==> config.mk <==
export PLATFORM = sky130hd
export DESIGN_NAME = adcg3_regs
export DESIGN_NICKNAME = d
export VERILOG_FILES = /design/src/shared/adcg3_pkg.sv /design/src/core/adcg3_regs.sv
export SDC_FILE = /design/constraint.sdc
export NUM_CORES = 1
export LEC_CHECK = 0
export ABC_AREA = 1
export BUFFER_PORTS_ARGS = -buffer_cell sky130_fd_sc_hd__buf_2
export CAP_MARGIN = 10
export CORE_UTILIZATION = 35
export CTS_BUF_LIST = sky130_fd_sc_hd__clkbuf_8
export DETAILED_ROUTE_END_ITERATION = 6
export PLACE_DENSITY_LB_ADDON = 0.1
export SYNTH_ARGS = -nofsm -noshare
export SYNTH_HDL_FRONTEND = slang
export SYNTH_SLANG_ARGS = --single-unit
==> constraint.sdc <==
create_clock -name clk -period 1.3 [get_ports clk]
set_input_delay 0.13 -clock clk [delete_from_list [all_inputs] [get_ports clk]]
set_output_delay 0.13 -clock clk [all_outputs]
set_load 0.005 [all_outputs]
==> src/shared/adcg3_pkg.sv <==
package adcg3_pkg;
    localparam int ADDR_W = 8;
    localparam int DATA_W = 16;
    localparam logic [7:0] PATHPF_OFFSET = 8'h2d;
    localparam logic [7:0] INSEL_OFFSET = 8'h2f;
    localparam logic [15:0] PATHPF_RESET = 16'h0000;
    localparam logic [15:0] INSEL_RESET = 16'h0000;
    localparam int PRBS_LSB = 12;
    localparam int PAT9_LSB = 9;
    localparam int PAT10_LSB = 6;
    localparam int ROUND_BIT = 5;
    localparam int CORNER_LSB = 1;
    localparam int HPF_EN_BIT = 0;
    localparam int PAIR_LSB = 8;
    localparam int PAT11_LSB = 5;
    localparam int PAT12_LSB = 2;
    localparam logic [15:0] INSEL_WMASK = 16'h0ffc;
    localparam logic [3:0] CORNER_MIN = 4'h2;
    localparam logic [3:0] CORNER_MAX = 4'ha;
    localparam logic [3:0] CORNER_DEFAULT = 4'h2;
endpackage

==> src/core/adcg3_regs.sv <==
// Behaviour
// - with independent pattern select set, bits 15..12 of the first register enable prbs on outputs 9..12.
// - with independent pattern select set, bits 11-9 and 8-6 of the first register pick the pattern of outputs 9, 10.
// - with independent pattern select set, bits 7-5 and 4-2 of the second register pick the pattern of outputs 11, 12.
// - bit 5 of the first register picks rounding (1) or truncation (0) of filter output for channels 9 to 12.
// - with the filter enabled, bits 4-1 set the filter constant k, valid from 2 to 10.
// - bit 0 of the first register enables the high-pass filter for converters 9 to 12, default off.
// - in 16-input mode, bits 11..8 of the second register pick the lower (0) or higher (1) input pair of converters 9..12.
module adcg3_regs (
    input wire logic clk,
    input wire logic nrst,
    input wire logic [adcg3_pkg::ADDR_W-1:0] addr,
    input wire logic [adcg3_pkg::DATA_W-1:0] wdata,
    input wire logic wr,
    input wire logic rd,
    output logic [adcg3_pkg::DATA_W-1:0] rdata,
    input wire logic independent_pattern_select,
    input wire logic sixteen_input_mode,
    output logic [3:0] prbs_enable,
    output logic [2:0] test_pattern_sel_out9,
    output logic [2:0] test_pattern_sel_out10,
    output logic [2:0] test_pattern_sel_out11,
    output logic [2:0] test_pattern_sel_out12,
    output logic highpass_round_enable_grp,
    output logic [3:0] highpass_corner_k_grp,
    output logic highpass_enable_grp,
    output logic [3:0] input_pair_sel,
    output logic corner_invalid
);
    import adcg3_pkg::*;

    logic [15:0] ctl_q;
    logic [15:0] ctl_d;
    logic [15:0] sel_q;
    logic [15:0] sel_d;
    logic [15:0] rdata_q;
    logic [15:0] rdata_d;
    logic wr_ctl;
    logic wr_sel;
    logic rd_ctl;
    logic rd_sel;
    logic [3:0] prbs_raw;
    logic [3:0] pair_raw;
    logic [3:0] corner_raw;
    logic corner_bad;

    // one address compare for both strobes keeps the decode in one place
    function automatic logic addr_hit(input logic [7:0] a, input logic [7:0] off, input logic strobe);
        addr_hit = strobe && (a == off);
    endfunction

    function automatic logic [2:0] pat_gate(input logic [15:0] r, input int lsb, input logic ind);
        pat_gate = ind ? r[lsb +: 3] : 3'h0;
    endfunction

    // lowest channel sits at the top bit, so four-bit fields are flipped
    function automatic logic [3:0] flip4(input logic [15:0] r, input int lsb);
        flip4 = {r[lsb], r[lsb+1], r[lsb+2], r[lsb+3]};
    endfunction

    function automatic logic k_out_of_range(input logic [3:0] kv);
        k_out_of_range = (kv < CORNER_MIN) || (kv > CORNER_MAX);
    endfunction

    // unmapped addresses hit nothing: writes are lost and reads give zero
    always_comb begin
        wr_ctl = addr_hit(addr, PATHPF_OFFSET, wr);
        wr_sel = addr_hit(addr, INSEL_OFFSET, wr);
        rd_ctl = addr_hit(addr, PATHPF_OFFSET, rd);
        rd_sel = addr_hit(addr, INSEL_OFFSET, rd);
    end

    always_comb begin
        ctl_d = ctl_q;
        sel_d = sel_q;
        if (wr_ctl) begin
            ctl_d = wdata;
        end
        // reserved bits are dropped so they always read zero
        if (wr_sel) begin
            sel_d = wdata & INSEL_WMASK;
        end
    end

    always_ff @(posedge clk or negedge nrst) begin
        if (!nrst) begin
            ctl_q <= PATHPF_RESET;
            sel_q <= INSEL_RESET;
        end else begin
            ctl_q <= ctl_d;
            sel_q <= sel_d;
        end
    end

    // read data live for one cycle only, zero otherwise
    always_comb begin
        rdata_d = 16'h0000;
        if (rd_ctl) begin
            rdata_d = ctl_q;
        end else if (rd_sel) begin
            rdata_d = sel_q;
        end
    end

    always_ff @(posedge clk or negedge nrst) begin
        if (!nrst) begin
            rdata_q <= 16'h0000;
        end else begin
            rdata_q <= rdata_d;
        end
    end

    assign rdata = rdata_q;

    always_comb begin
        prbs_raw = flip4(ctl_q, PRBS_LSB);
        pair_raw = flip4(sel_q, PAIR_LSB);
        corner_raw = ctl_q[CORNER_LSB +: 4];
        corner_bad = k_out_of_range(corner_raw);
    end

    // bit 15 maps to output 9, so bit 0 of the port is output 9
    assign prbs_enable = independent_pattern_select ? prbs_raw : 4'h0;
    assign test_pattern_sel_out9 = pat_gate(ctl_q, PAT9_LSB, independent_pattern_select);
    assign test_pattern_sel_out10 = pat_gate(ctl_q, PAT10_LSB, independent_pattern_select);
    assign test_pattern_sel_out11 = pat_gate(sel_q, PAT11_LSB, independent_pattern_select);
    assign test_pattern_sel_out12 = pat_gate(sel_q, PAT12_LSB, independent_pattern_select);
    assign highpass_round_enable_grp = ctl_q[ROUND_BIT];
    assign highpass_enable_grp = ctl_q[HPF_EN_BIT];
    // out-of-range k is clamped to the minimum rather than passed to the filter
    assign corner_invalid = corner_bad;
    assign highpass_corner_k_grp = corner_bad ? CORNER_DEFAULT : corner_raw;
    // bit 11 maps to converter 9; outside 16-input mode the lower pair is used
    assign input_pair_sel = sixteen_input_mode ? pair_raw : 4'h0;

    a_prbs_gate: assert property (@(posedge clk) disable iff (!nrst)
        !independent_pattern_select |-> prbs_enable == 4'h0)
        else $error("prbs on without select");

    a_prbs_map: assert property (@(posedge clk) disable iff (!nrst)
        independent_pattern_select |-> prbs_enable[0] == ctl_q[15] && prbs_enable[3] == ctl_q[12])
        else $error("prbs bit map wrong");

    a_prbs_write: assert property (@(posedge clk) disable iff (!nrst)
        wr_ctl ##1 independent_pattern_select |-> prbs_enable[0] == $past(wdata[15]) && prbs_enable[3] == $past(wdata[12]))
        else $error("prbs not from write");

    a_pat_write: assert property (@(posedge clk) disable iff (!nrst)
        wr && addr == PATHPF_OFFSET ##1 independent_pattern_select |->
        test_pattern_sel_out9 == $past(wdata[11:9]) && test_pattern_sel_out10 == $past(wdata[8:6]))
        else $error("pattern 9/10 not from write");

    a_pat_second: assert property (@(posedge clk) disable iff (!nrst)
        wr && addr == INSEL_OFFSET ##1 independent_pattern_select |->
        test_pattern_sel_out11 == $past(wdata[7:5]) && test_pattern_sel_out12 == $past(wdata[4:2]))
        else $error("pattern 11/12 not from write");

    a_pattern_gate: assert property (@(posedge clk) disable iff (!nrst)
        !independent_pattern_select |-> test_pattern_sel_out9 == 3'h0 && test_pattern_sel_out12 == 3'h0)
        else $error("pattern on without select");

    a_round_bit: assert property (@(posedge clk) disable iff (!nrst)
        wr && addr == PATHPF_OFFSET |=> highpass_round_enable_grp == $past(wdata[5]))
        else $error("round bit not updated");

    a_corner_range: assert property (@(posedge clk) disable iff (!nrst)
        highpass_corner_k_grp >= 4'h2 && highpass_corner_k_grp <= 4'ha)
        else $error("k out of range");

    a_corner_write: assert property (@(posedge clk) disable iff (!nrst)
        wr_ctl && wdata[4:1] >= 4'h2 && wdata[4:1] <= 4'ha |=> highpass_corner_k_grp == $past(wdata[4:1]))
        else $error("valid k not taken");

    a_corner_clamp: assert property (@(posedge clk) disable iff (!nrst)
        corner_invalid |-> highpass_corner_k_grp == 4'h2)
        else $error("bad k not clamped");

    a_hpf_enable: assert property (@(posedge clk) disable iff (!nrst)
        wr && addr == PATHPF_OFFSET |=> highpass_enable_grp == $past(wdata[0]))
        else $error("filter enable not updated");

    a_pair_map: assert property (@(posedge clk) disable iff (!nrst)
        sixteen_input_mode |-> input_pair_sel[0] == sel_q[11] && input_pair_sel[3] == sel_q[8])
        else $error("pair select map wrong");

    a_pair_write: assert property (@(posedge clk) disable iff (!nrst)
        wr_sel ##1 sixteen_input_mode |-> input_pair_sel[0] == $past(wdata[11]) && input_pair_sel[3] == $past(wdata[8]))
        else $error("pair select not from write");

    a_pair_gate: assert property (@(posedge clk) disable iff (!nrst)
        !sixteen_input_mode |-> input_pair_sel == 4'h0)
        else $error("pair select outside mode");

    a_reserved_zero: assert property (@(posedge clk) disable iff (!nrst)
        rd && addr == INSEL_OFFSET |=> rdata[15:12] == 4'h0 && rdata[1:0] == 2'h0)
        else $error("reserved bits read nonzero");

    a_read_idle: assert property (@(posedge clk) disable iff (!nrst)
        !rd |=> rdata == 16'h0000)
        else $error("read data without strobe");

    a_read_ctl: assert property (@(posedge clk) disable iff (!nrst)
        rd_ctl |=> rdata == $past(ctl_q))
        else $error("control readback wrong");

    a_unmapped_write: assert property (@(posedge clk) disable iff (!nrst)
        wr && !wr_ctl && !wr_sel |=> ctl_q == $past(ctl_q) && sel_q == $past(sel_q))
        else $error("unmapped write changed state");

    c_write_read: cover property (@(posedge clk) disable iff (!nrst)
        wr && addr == PATHPF_OFFSET ##1 rd && addr == PATHPF_OFFSET);
    c_hpf_on: cover property (@(posedge clk) disable iff (!nrst) highpass_enable_grp && !corner_invalid);
    c_k_clamped: cover property (@(posedge clk) disable iff (!nrst) highpass_enable_grp && corner_invalid);
    c_prbs_all: cover property (@(posedge clk) disable iff (!nrst) prbs_enable == 4'hf);
    c_pair_high: cover property (@(posedge clk) disable iff (!nrst) input_pair_sel == 4'hf);
endmodule

== Word level (Yosys, flattened, before mapping) ==
Index checks and enable logic that the tools add are counted.

* Bits in registers: 42

* Reductions and logical operators: 5
* Mux-type cells: 9
* Equal/unequal tests: 2
* Magnitude comparators: 2

{| class="wikitable"
|+ Operators by type and width
! kind !! number
|-
| == test 8 x 6 -> 1 bit (second input constant) || 2
|-
| 2-to-1 mux 16 bit || 1
|-
| 2-to-1 mux 12 bit || 1
|-
| 2-to-1 mux 3 bit || 4
|-
| 2-to-1 mux 4 bit || 3
|-
| > comparator 4 bit (second input constant) || 1
|-
| logical AND 1 bit || 4
|-
| less-than comparator 4 x 2 -> 1 bit (second input constant) || 1
|-
| logical OR 1 bit || 1
|}

== Depth between registers and ports, before layout ==
Gate-level depths: netlist (run 1).

* Word-level depth: 4
* Gate-level depth with buffers: 7
* Gate-level depth less buffers: 6

== Least setup slack after synthesis (run 1) ==
No wires, ideal clock.

* Kind: reg-to-output
* Start point: register ctl_q[3]
* End point: output port highpass_corner_k_grp[1]
* Path buffers: 0
* Stages on the path, launching flop included: 6
* Arrival: 0.862 ns
* Slack: 0.308 ns
* Cell sequence: dfrtp_1 nor2_1 nand2_1 nand2_1 inv_1 or2_1

* Longest elaborated chain between the ends: 3
* Elaborated cells on any way between the ends: 4
* Classes of those cells: order compare: 2; mux: 1; reduce/logical: 1

{| class="wikitable"
|+ RTL lines
! item !! line !! text
|-
| start, declared || adcg3_regs.sv:32 || <nowiki>logic [15:0] ctl_q;</nowiki>
|-
| start signal, assigned || adcg3_regs.sv:90 || <nowiki>ctl_q <= ctl_d;</nowiki>
|-
| less-than comparator 4 x 2 -> 1 bit or > comparator 4 bit (tied branches) || adcg3_regs.sv:62 || <nowiki>k_out_of_range = (kv < CORNER_MIN) || (kv > CORNER_MAX);</nowiki>
|-
| logical OR 1 bit (*) || adcg3_regs.sv:62 ||
|-
| via corner_invalid || adcg3_regs.sv:28 || <nowiki>output logic corner_invalid</nowiki>
|-
| 2-to-1 mux 4 bit (*) || adcg3_regs.sv:132 || <nowiki>assign highpass_corner_k_grp = corner_bad ? CORNER_DEFAULT : corner_raw;</nowiki>
|-
| end, declared || adcg3_regs.sv:25 || <nowiki>output logic [3:0] highpass_corner_k_grp,</nowiki>
|}

The timed path passes the listed nets; every way through them passes the cells marked *.

== Final worst setup path (run 1) ==
* Start point: register ctl_q[3]
* End point: output port highpass_corner_k_grp[1]

* Longest elaborated chain between the ends: 3
* Elaborated cells on any way between the ends: 4
* Classes of those cells: order compare: 2; mux: 1; reduce/logical: 1

{| class="wikitable"
|+ RTL lines
! item !! line
|-
| less-than comparator 4 x 2 -> 1 bit or > comparator 4 bit (tied branches) || adcg3_regs.sv:62
|-
| logical OR 1 bit (*) || adcg3_regs.sv:62
|-
| 2-to-1 mux 4 bit (*) || adcg3_regs.sv:132
|}

Mark *: on every way between the ends. The rest lies on a longest branch, timed or not.

==> results of run 1 <==
## worst reg2reg max path, stage by stage (launching register included)
cell,delay [ns]
dfrtp_1,0.41
buf_4,0.14
buf_4,0.14
nand4_1,0.08
nand2_1,0.05
## synthesized netlist by cell type, drive strengths merged
master	number	area share, %
nor2	12	3.5
nand2	90	17
o21ai	1	0.24
dfrtp	42	51
nand4	46	14
buf	15	4.8
clkbuf	2	0.37
or2	1	0.31
nand3	3	2.2
inv	34	6.2
## worst paths after layout
check / start / to / slack (ns) / depth (start not counted)
hold reg to reg: sel_q[4] / sel_q[4] / 0.51 / 2
max in group asynchronous: nrst / sel_q[8] / 0.52 / 3
hold / removal: wdata[14] / ctl_q[14] / 0.09 / 3
setup reg to reg: ctl_q[3] / rdata[3] / 0.38 / 4
min in group asynchronous: nrst / rdata[14] / 0.30 / 2
setup / recovery: ctl_q[3] / highpass_corner_k_grp[1] / -0.11 / 6
## sequential cells by signal (all words and copies together), names as in the netlist
signal  flops
rdata      16
sel_q      10
ctl_q      16
## cell type report
| cell class | instances | share of cell area [%] |
|---|---|---|
| clock buffers | 6 | 3.14 |
| clock inverters | 2 | 0.476 |
| inverters | 34 | 4.86 |
| multi-input cells | 153 | 29.0 |
| flip-flops and latches | 42 | 40.0 |
| well taps | 72 | 3.43 |
| repair buffers | 84 | 19.1 |
## where the power goes
| group | switching [mW] | internal (mW) | total [mW] |
|---|---|---|---|
| combinational | 0.173 | 0.114 | 0.288 |
| sequential | 0.0329 | 1.34 | 1.38 |
| clock | 0.434 | 0.427 | 0.861 |
## through the flow
stage / power [mW] / instances / hold slack [ns]
after floorplan: 1.53 / 246 / -0.166
after global placement: 1.68 / 380 / 0.0865
after detailed placement: 1.68 / 380 / 0.0830
after CTS: 2.56 / 392 / 0.0849
after global routing: 2.66 / 393 / 0.0820
final: 2.53 / 393 / 0.0889
## cells by family (layout without fill, tap and decap cells)
family	after synthesis	count (layout)
AO/OA/AOI/OAI	1	1
AND/OR/NAND/NOR	152	152
buffers and inverters	51	126
flip-flops	42	42
## what timing repair did
action	4_1_cts	5_1_grt
hold endpoints to repair	15	0
buffers inserted	3	1
endpoints found under the setup margin	2	3
hold buffers	1	0
resized for setup	0	4
pin swaps	0	2
## layer usage
layer / share of wire (%) / wire length [microns] / vias up
met2: 45 / 2330 / 54
met1: 50 / 2590 / 883
met3: 4.0 / 208 / 2
met5: 0 / 0 / -
met4: 0.43 / 22 / 0
li1: - / - / 934
==> out/metrics.cfg, run 1 <==
[placed_design]
place_ws_ns = 0.0709
place_area_sq_mm = 0.00249
hpwl_microns = 3650
globalplace.congestion = 0.731
port_buffers = 72

[layout]
final_util_pct = 47.1
drive_above_1_share_pct = 32.1
area_delta_synth_final_pct = 28.7
nNetsFinal = 350
final_common_cell = nand2_1
insertedDiodeCount = 0
multi_input_area_sq_um = 761
final_cell_mix = nand2_1, buf_2, nand4_1
seqCellArea_sq_mm = 0.00105
n_fill_cell = 581
final_area_sq_mm = 0.00263

[timing]
rsz0062_at_grt = true
fmax_mhz = 707
period_share_pct = 109
final_hold_viol_count = 0
max_slew_margin_pct = 72.4
drv_slew = 0
setup_slack_ns = -0.115
setup_viol = 2
tightest_slew_ns = 0.414
fin_skew_ns = 0.00645
fin_tns_setup_ns = -0.121
fin_crit_ns = 1.41

[clocking]
cts_max_level = 2
path_clk_slew_ns = 0.08
cts_tree = done
cts.sinks = 42
clk_latency_ns = 0.29
cts.path.max_buffers = 2
cts_root_buf = clkbuf_8
cts_buffers = 5

[floorplan]
boundaryPins = 73
design.core.area_sq_mm = 0.00557
die_x_microns = 78.4
rows = 27
start_util_pct = 36.6
die_h_microns = 78.4
dieArea_sq_mm = 0.00614

[critical_path]
cp_slowest_cell = dfrtp_1
cp.arrival_ns = 1.28
cp_max_fo = 3
endpoint_kind = output pin
crit_path_start_kind = flip-flop
crit_type = flip-flop to output pin
crit_family = simple AND/OR/NAND/NOR gates
crit_path_max_incr_delay_ns = 0.41
cp_common_cell = nand2_1
required_ns = 1.17
path_buf_inv = 2
crit_chain = nor2_1 > nand2_1 > nand2_1 > inv_2 > or2_1 > buf_2

[logic_synthesis]
synth-seq-cells = 42
avgSynthCellArea_sq_um = 8.30
synth_warnings = 0
synth_top_family_by_area = simple AND/OR/NAND/NOR gates
synth_compound_gate_area_share_pct = 0.245
synth_simple_gate_area_share_pct = 36.9
ys_types = 18
synth_nets = 276
synth.mux.area_fraction_pct = 0
synth_xor_area_share_pct = 0
seq_area_frac_synth_pct = 51.5
synth_fa_ha_area_share_pct = 0
netlist_area_sq_mm = 0.00204
synth_cells = 246

[global_route]
top_usage_layer = met1
grt.overflow.total = 0
antenna_found_initial = 0
grtUsageMet1_pct = 27.1
use_met2_pct = 25.9
grt_max_degree = 34
gr-usage-all-layers_pct = 17.9
grt_util_met3_pct = 3.60
grt_pass1_wl_microns = 8420
grt_pass1_vias = 1668

[drt]
first_pass_iters = 4
drtAntennaViolNets = 0
drtIter0Drc = 90
viasPerCell = 4.77
routedWlPerCell_microns = 13.1
drc = 0
routed-via-count = 1873
drt-total-wl_microns = 5150

[outcome]
violations = negative setup slack
status = complete, but fails checks

[power]
power_density_mw_per_mm2 = 961
ir_drop_uv = 377
leakage_nw = 1.65

[min_path]
hp-class = input port to flip-flop

[job]
drv_cap = 0

No activity file was read; power rests on OpenSTA's default activity.
==> run 2, diff against run 1 <==
--- a/config.mk
+++ b/config.mk
@@ -9,7 +9,8 @@
 export BUFFER_PORTS_ARGS = -buffer_cell sky130_fd_sc_hd__buf_2
 export CAP_MARGIN = 10
-export CORE_UTILIZATION = 35
+export CORE_UTILIZATION = 31
 export CTS_BUF_LIST = sky130_fd_sc_hd__clkbuf_8
 export DETAILED_ROUTE_END_ITERATION = 6
+export HOLD_SLACK_MARGIN = 0.08
 export PLACE_DENSITY_LB_ADDON = 0.1
 export SYNTH_ARGS = -nofsm -noshare
==> constraint.sdc (replaced) <==
create_clock -name clk -period 1.3 [get_ports clk]
set_input_delay 0.13 -clock clk [delete_from_list [all_inputs] [get_ports clk]]
set_output_delay 0.13 -clock clk [all_outputs]
set_load 0.01 [all_outputs]
==> run 2 against run 1 <==
The flow still finishes with violations (negative setup slack). Via count fell by 0.11%. Highest routed layer unchanged. Largest cell class unchanged. Worst setup slack got worse by 0.027 ns. Core utilization shrank 5.1 points. Non-clock buffer count did not move.
==> out/metrics.cfg, run 2 (synthesized netlist as in run 1, its figures left out) <==
[clocking]
path_clk_slew_ns = 0.08  ; about the same
cts_buffers = 5  ; unchanged
cts_max_level = 2  ; unchanged
clk_latency_ns = 0.29  ; about the same
cts.sinks = 42  ; unchanged
cts_root_buf = clkbuf_8
cts.path.max_buffers = 2  ; unchanged
cts_tree = done

[critical_path]
required_ns = 1.17  ; about the same
endpoint_kind = output pin
reg2reg_to = rdata[3]
crit_path_start_kind = flip-flop
cp_max_fo = 3  ; unchanged
r2r_slack_ns = 0.46  ; +0.08 ns
rr_startpoint = ctl_q[3]
cp.arrival_ns = 1.31  ; +0.03 ns
r2r_cells = 3  ; -1
crit_type = flip-flop to output pin

[drt]
drtIter0Drc = 145  ; +61%
drt-total-wl_microns = 5310  ; +3.0%
drc = 0  ; unchanged
first_pass_iters = 4  ; unchanged
routed-via-count = 1871  ; -0.11%
drtAntennaViolNets = 0  ; unchanged
viasPerCell = 4.70  ; -1.4%
routedWlPerCell_microns = 13.3  ; +1.8%

[placed_design]
hpwl_microns = 3590  ; -1.7%
port_buffers = 72  ; unchanged
place_area_sq_mm = 0.00252  ; +1.1%
globalplace.congestion = 0.727  ; -0.55%
dpl.cell_count = 386  ; +1.6%

[layout]
area_delta_synth_final_pct = 30.7
final_cells = 398  ; +1.3%
insertedDiodeCount = 0  ; unchanged
final_common_cell = nand2_1
seqCellArea_sq_mm = 0.00105  ; unchanged
final_cell_mix = nand2_1, buf_2, nand4_1
final_util_pct = 42.0  ; -5.1 points
final_area_sq_mm = 0.00267  ; +1.6%
drive_above_1_share_pct = 31.8  ; -0.31 points
multi_input_area_sq_um = 763  ; +0.33%
n_fill_cell = 668  ; +15%
nNetsFinal = 350  ; unchanged

[power]
leakage_nw = 1.66  ; +0.71%
p_comb_share_pct = 11.5  ; about the same
internal_power_mw = 2.02  ; +7.4%
ir_drop_uv = 614  ; +63%
clock_power_share_pct = 37.2  ; +3.1 points
seqPwrFrac_pct = 51.3  ; -3.2 points
p_sw_uw = 659  ; +2.9%
power_density_mw_per_mm2 = 1010  ; +4.6%
swShare_pct = 24.6  ; -0.79 points

[global_route]
gr-usage-all-layers_pct = 16.0  ; -1.9 points
grt_pass1_vias = 1837  ; +10%
grt_max_degree = 43  ; +26%
grt_pass1_wl_microns = 8900  ; +5.7%
antenna_found_initial = 0  ; unchanged
grt.overflow.total = 0  ; unchanged

[outcome]
violations = negative setup slack
status = complete, but fails checks

[timing]
fin_skew_ns = 0.00562  ; -0.000832 ns
max_slew_margin_pct = 73.3  ; +0.92 points
setup_slack_ns = -0.142  ; -0.0270 ns
rsz0062_at_grt = true
tightest_slew_ns = 0.400  ; -0.0138 ns
period_share_pct = 111  ; +2.1 points
setup_viol = 2  ; unchanged
final_hold_viol_count = 0  ; unchanged
fin_tns_setup_ns = -0.149  ; -0.0278 ns
fmax_mhz = 694  ; -1.9%
drv_slew = 0  ; unchanged
fin_crit_ns = 1.44  ; +0.0270 ns

[floorplan]
dieArea_sq_mm = 0.00692  ; +13%
rows = 29  ; +7.4%
die_h_microns = 83.2  ; +6.1%
start_util_pct = 32.2  ; -4.5 points
boundaryPins = 73  ; unchanged
design.core.area_sq_mm = 0.00635  ; +14%
die_x_microns = 83.2  ; +6.1%

[min_path]
hold_start = wdata[13]
hold_depth = 3  ; unchanged
hp-class = input port to flip-flop
worstHoldEndpoint = ctl_q[13]

[job]
drv_cap = 0  ; unchanged

[run 2: routing by layer]
| layer | vias to the layer above | part of all wire [%] | global-route usage (%) |
|---|---|---|---|
| met1 | 883 | 49 | 22.3 |
| met5 | - | 0 | 0 |
| met2 | 44 | 46 | 25.0 |
| li1 | 938 | - | - |
| met3 | 6 | 3.8 | 3.58 |
| met4 | 0 | 1.1 | 4.70 |
[run 2: area by class of cell]
cell class	count	share of cell area, %
clock buffers	5	2.58
clock inverters	3	1.41
inverters	34	4.78
multi-input cells	153	28.6
flip-flops and latches	42	39.4
well taps	77	3.61
repair buffers	84	19.6
[run 2: worst max-delay path by stage]
stage / start / to / slack, ns / depth (start not counted)
global route: ctl_q[3] / highpass_corner_k_grp[1] / -0.22 / 6
floorplan: ctl_q[3] / highpass_corner_k_grp[1] / 0.26 / 5
finish: ctl_q[3] / highpass_corner_k_grp[1] / -0.14 / 6
detailed placement: ctl_q[4] / highpass_corner_k_grp[1] / 0.12 / 7
CTS: ctl_q[4] / highpass_corner_k_grp[1] / -0.14 / 7
global placement: ctl_q[4] / highpass_corner_k_grp[1] / 0.12 / 7
[run 2: timing repair]
action / CTS / global route
setup buffers: 3 / 2
setup endpoints to repair: 3 / 5
hold buffers: 1 / 1
pin swaps: 1 / 1
hold endpoints to repair: 42 / 1
resized for setup: 2 / 6
[run 2: worst max-delay path: stages (launching register included)]
cell	delay, ns
dfrtp_1	0.41
nor2_2	0.11
nand2_1	0.07
nand2_1	0.07
inv_2	0.04
or2_1	0.19
buf_2	0.14
[run 2: power groups by stage]
stage	logic (mW)	clock network, mW	registers, mW
global placement	0.298	0	1.40
detailed placement	0.298	0	1.40
global route	0.346	1.08	1.38
floorplan	0.143	0	1.40
CTS	0.310	1.01	1.37
finish	0.309	0.998	1.38
[run 2: stage by stage]
stage,hold slack [ns],setup slack [ns],total power [mW]
after floorplan,-0.166,0.255,1.54
after global placement,0.128,0.122,1.70
after detailed placement,0.122,0.121,1.70
after CTS,0.0876,-0.141,2.70
after global routing,0.0906,-0.220,2.80
final,0.0903,-0.142,2.68
==> run 3, diff against run 2 <==
Settings changed: GPL_TIMING_DRIVEN set to 0.
==> run 3 against run 2 <==
The flow still finishes with violations (negative setup slack). Via count increased by 3.2%. Maximum frequency decreased by 2.9%. Power increased by 1.5%. Core utilization increased by 0.14 points. Global-route usage increased by 1.2 points. Sequential power about the same. Critical endpoint unchanged. Largest power group unchanged. Highest routed layer unchanged.
==> out/metrics.cfg, run 3 (synthesized netlist as in run 1, its figures left out) <==
[outcome]
status = complete, but fails checks
violations = negative setup slack

[layout]
drive_above_1_share_pct = 33.2  ; +1.5 points
final_util_pct = 42.2  ; +0.14 points
n_fill_cell = 682  ; +2.1%
final_common_cell = nand2_1
nNetsFinal = 360  ; +2.9%
area_delta_synth_final_pct = 31.1
final_cells = 408  ; +2.5%
insertedDiodeCount = 0  ; unchanged
final_cell_mix = nand2_1, buf_2, nand4_1
final_area_sq_mm = 0.00268  ; +0.33%

[placed_design]
port_buffers = 70  ; -2.8%
hpwl_microns = 4050  ; +13%
dpl.cell_count = 393  ; +1.8%
globalplace.congestion = 0.846  ; +16%
place_ws_ns = 0.0839  ; -0.0370 ns
place_area_sq_mm = 0.00249  ; -1.1%

[min_path]
hold_depth = 3  ; unchanged
worstHoldEndpoint = ctl_q[0]
hp-class = input port to flip-flop
hold_start = wdata[0]

[critical_path]
cp_slowest_cell = dfrtp_2
rr_startpoint = ctl_q[3]
endpoint_kind = output pin
crit_path_max_incr_delay_ns = 0.43  ; +0.02 ns
crit_path_start_kind = flip-flop
crit_chain = nor2_2 > nand2_1 > nand2_1 > inv_2 > or2_1 > buf_2
startpoint = ctl_q[3]
reg2reg_to = rdata[3]
cp_common_cell = nand2_1
r2r_slack_ns = 0.33  ; -0.13 ns
required_ns = 1.17  ; about the same
cp_max_fo = 3  ; unchanged
r2r_cells = 4  ; +1
cp.arrival_ns = 1.36  ; +0.05 ns
crit_type = flip-flop to output pin

[timing]
rsz0062_at_grt = true
drv_slew = 0  ; unchanged
max_slew_margin_pct = 60.9  ; -12 points
final_hold_viol_count = 0  ; unchanged
setup_slack_ns = -0.185  ; -0.0434 ns
fin_tns_setup_ns = -0.370  ; -0.221 ns
fin_crit_ns = 1.49  ; +0.0434 ns
fmax_mhz = 673  ; -2.9%
tightest_slew_ns = 0.587  ; +0.187 ns
period_share_pct = 114  ; +3.3 points
setup_viol = 4  ; +2
fin_skew_ns = 0.00263  ; -0.00298 ns
hold_ws_ns = 0.0873  ; -0.00301 ns

[drt]
routed-via-count = 1931  ; +3.2%
drt-total-wl_microns = 5490  ; +3.5%
drtIter0Drc = 112  ; -23%
routedWlPerCell_microns = 13.5  ; +0.99%
viasPerCell = 4.73  ; +0.68%
drtAntennaViolNets = 0  ; unchanged
drc = 0  ; unchanged
first_pass_iters = 4  ; unchanged

[floorplan]
rows = 29  ; unchanged
die_h_microns = 83.2  ; unchanged
die_x_microns = 83.2  ; unchanged
start_util_pct = 32.2  ; unchanged
design.core.area_sq_mm = 0.00635  ; unchanged
dieArea_sq_mm = 0.00692  ; unchanged
boundaryPins = 73  ; unchanged

[clocking]
clk_latency_ns = 0.29  ; about the same
cts_max_level = 2  ; unchanged
cts_buffers = 5  ; unchanged
cts.sinks = 42  ; unchanged
path_clk_slew_ns = 0.08  ; about the same
cts_root_buf = clkbuf_8
cts_tree = done
cts.path.max_buffers = 2  ; unchanged

[power]
clock_power_share_pct = 38.3  ; +1.1 points
fin_total_pwr_mw = 2.72  ; +1.5%
power_density_mw_per_mm2 = 1020  ; +1.2%
internal_power_mw = 2.03  ; +0.30%
swShare_pct = 25.5  ; +0.92 points
p_comb_share_pct = 11.2  ; -0.3 points
seqPwrFrac_pct = 50.5  ; -0.8 points
ir_drop_uv = 394  ; -36%
leakage_nw = 1.68  ; +0.73%
p_sw_uw = 694  ; +5.3%

[global_route]
grt_pass1_vias = 1883  ; +2.5%
grt.overflow.total = 0  ; unchanged
antenna_found_initial = 0  ; unchanged
gr-usage-all-layers_pct = 17.2  ; +1.2 points
grt_pass1_wl_microns = 9270  ; +4.2%
grt_max_degree = 43  ; unchanged

[job]
drv_cap = 0  ; unchanged

==> run 3: changes by cell type in the layout (fill, tap and decap cells not counted), sizes merged <==
cell         before  now
dlygate4sd3       2    1
inv              36   34
clkinvlp          0    2
clkbuf            5    8
buf              82   90
==> run 3: cell type report <==
type / instances / area (sq um) / area share, %
clock inverters: 3 / 45.0 / 1.68
repair buffers: 77 / 422 / 15.7
clock buffers: 5 / 68.8 / 2.57
multi-input cells: 153 / 761 / 28.4
plain buffers: 17 / 105 / 3.93
flip-flops and latches: 42 / 1050 / 39.3
inverters: 34 / 128 / 4.77
well taps: 77 / 96.3 / 3.60
==> run 3: worst max-delay path by stage <==
stage	to	slack, ns
6_report	highpass_corner_k_grp[1]	-0.19
5_1_grt	highpass_corner_k_grp[1]	-0.27
4_1_cts	highpass_corner_k_grp[1]	-0.16
3_5_place_dp	highpass_corner_k_grp[1]	0.08
3_3_place_gp	highpass_corner_k_grp[1]	0.09
2_1_floorplan	highpass_corner_k_grp[1]	0.26
==> run 3: power by group through the flow <==
stage | Sequential [mW] | Clock (mW) | Combinational, mW
after floorplan | 1.40 | 0 | 0.143
after global placement | 1.41 | 0 | 0.281
after detailed placement | 1.41 | 0 | 0.283
after CTS | 1.38 | 1.07 | 0.306
after global routing | 1.38 | 1.13 | 0.343
final | 1.38 | 1.04 | 0.304
==> run 3: worst max-delay path: cells and delay by family, from the launching register on <==
family	cells	cell delay, ns
and+or+nand+nor	4	0.45
DFF	1	0.43
buffers and inverters	2	0.18
==> run 3: per-layer routing <==
| layer | track usage, % | share of wire [%] | vias to the layer above |
|---|---|---|---|
| met1 | 22.8 | 47 | 904 |
| li1 | - | - | 966 |
| met2 | 27.2 | 47 | 57 |
| met4 | 7.05 | 1.2 | 0 |
| met5 | 0 | 0 | - |
| met3 | 3.68 | 4.8 | 4 |
==> run 3: what timing repair did <==
item,in CTS,in global routing
endpoints found under the setup margin,3,46
hold endpoints to repair,42,0
hold buffers,1,0
buffers inserted,5,1
pin swaps,2,3
resized for setup,6,3
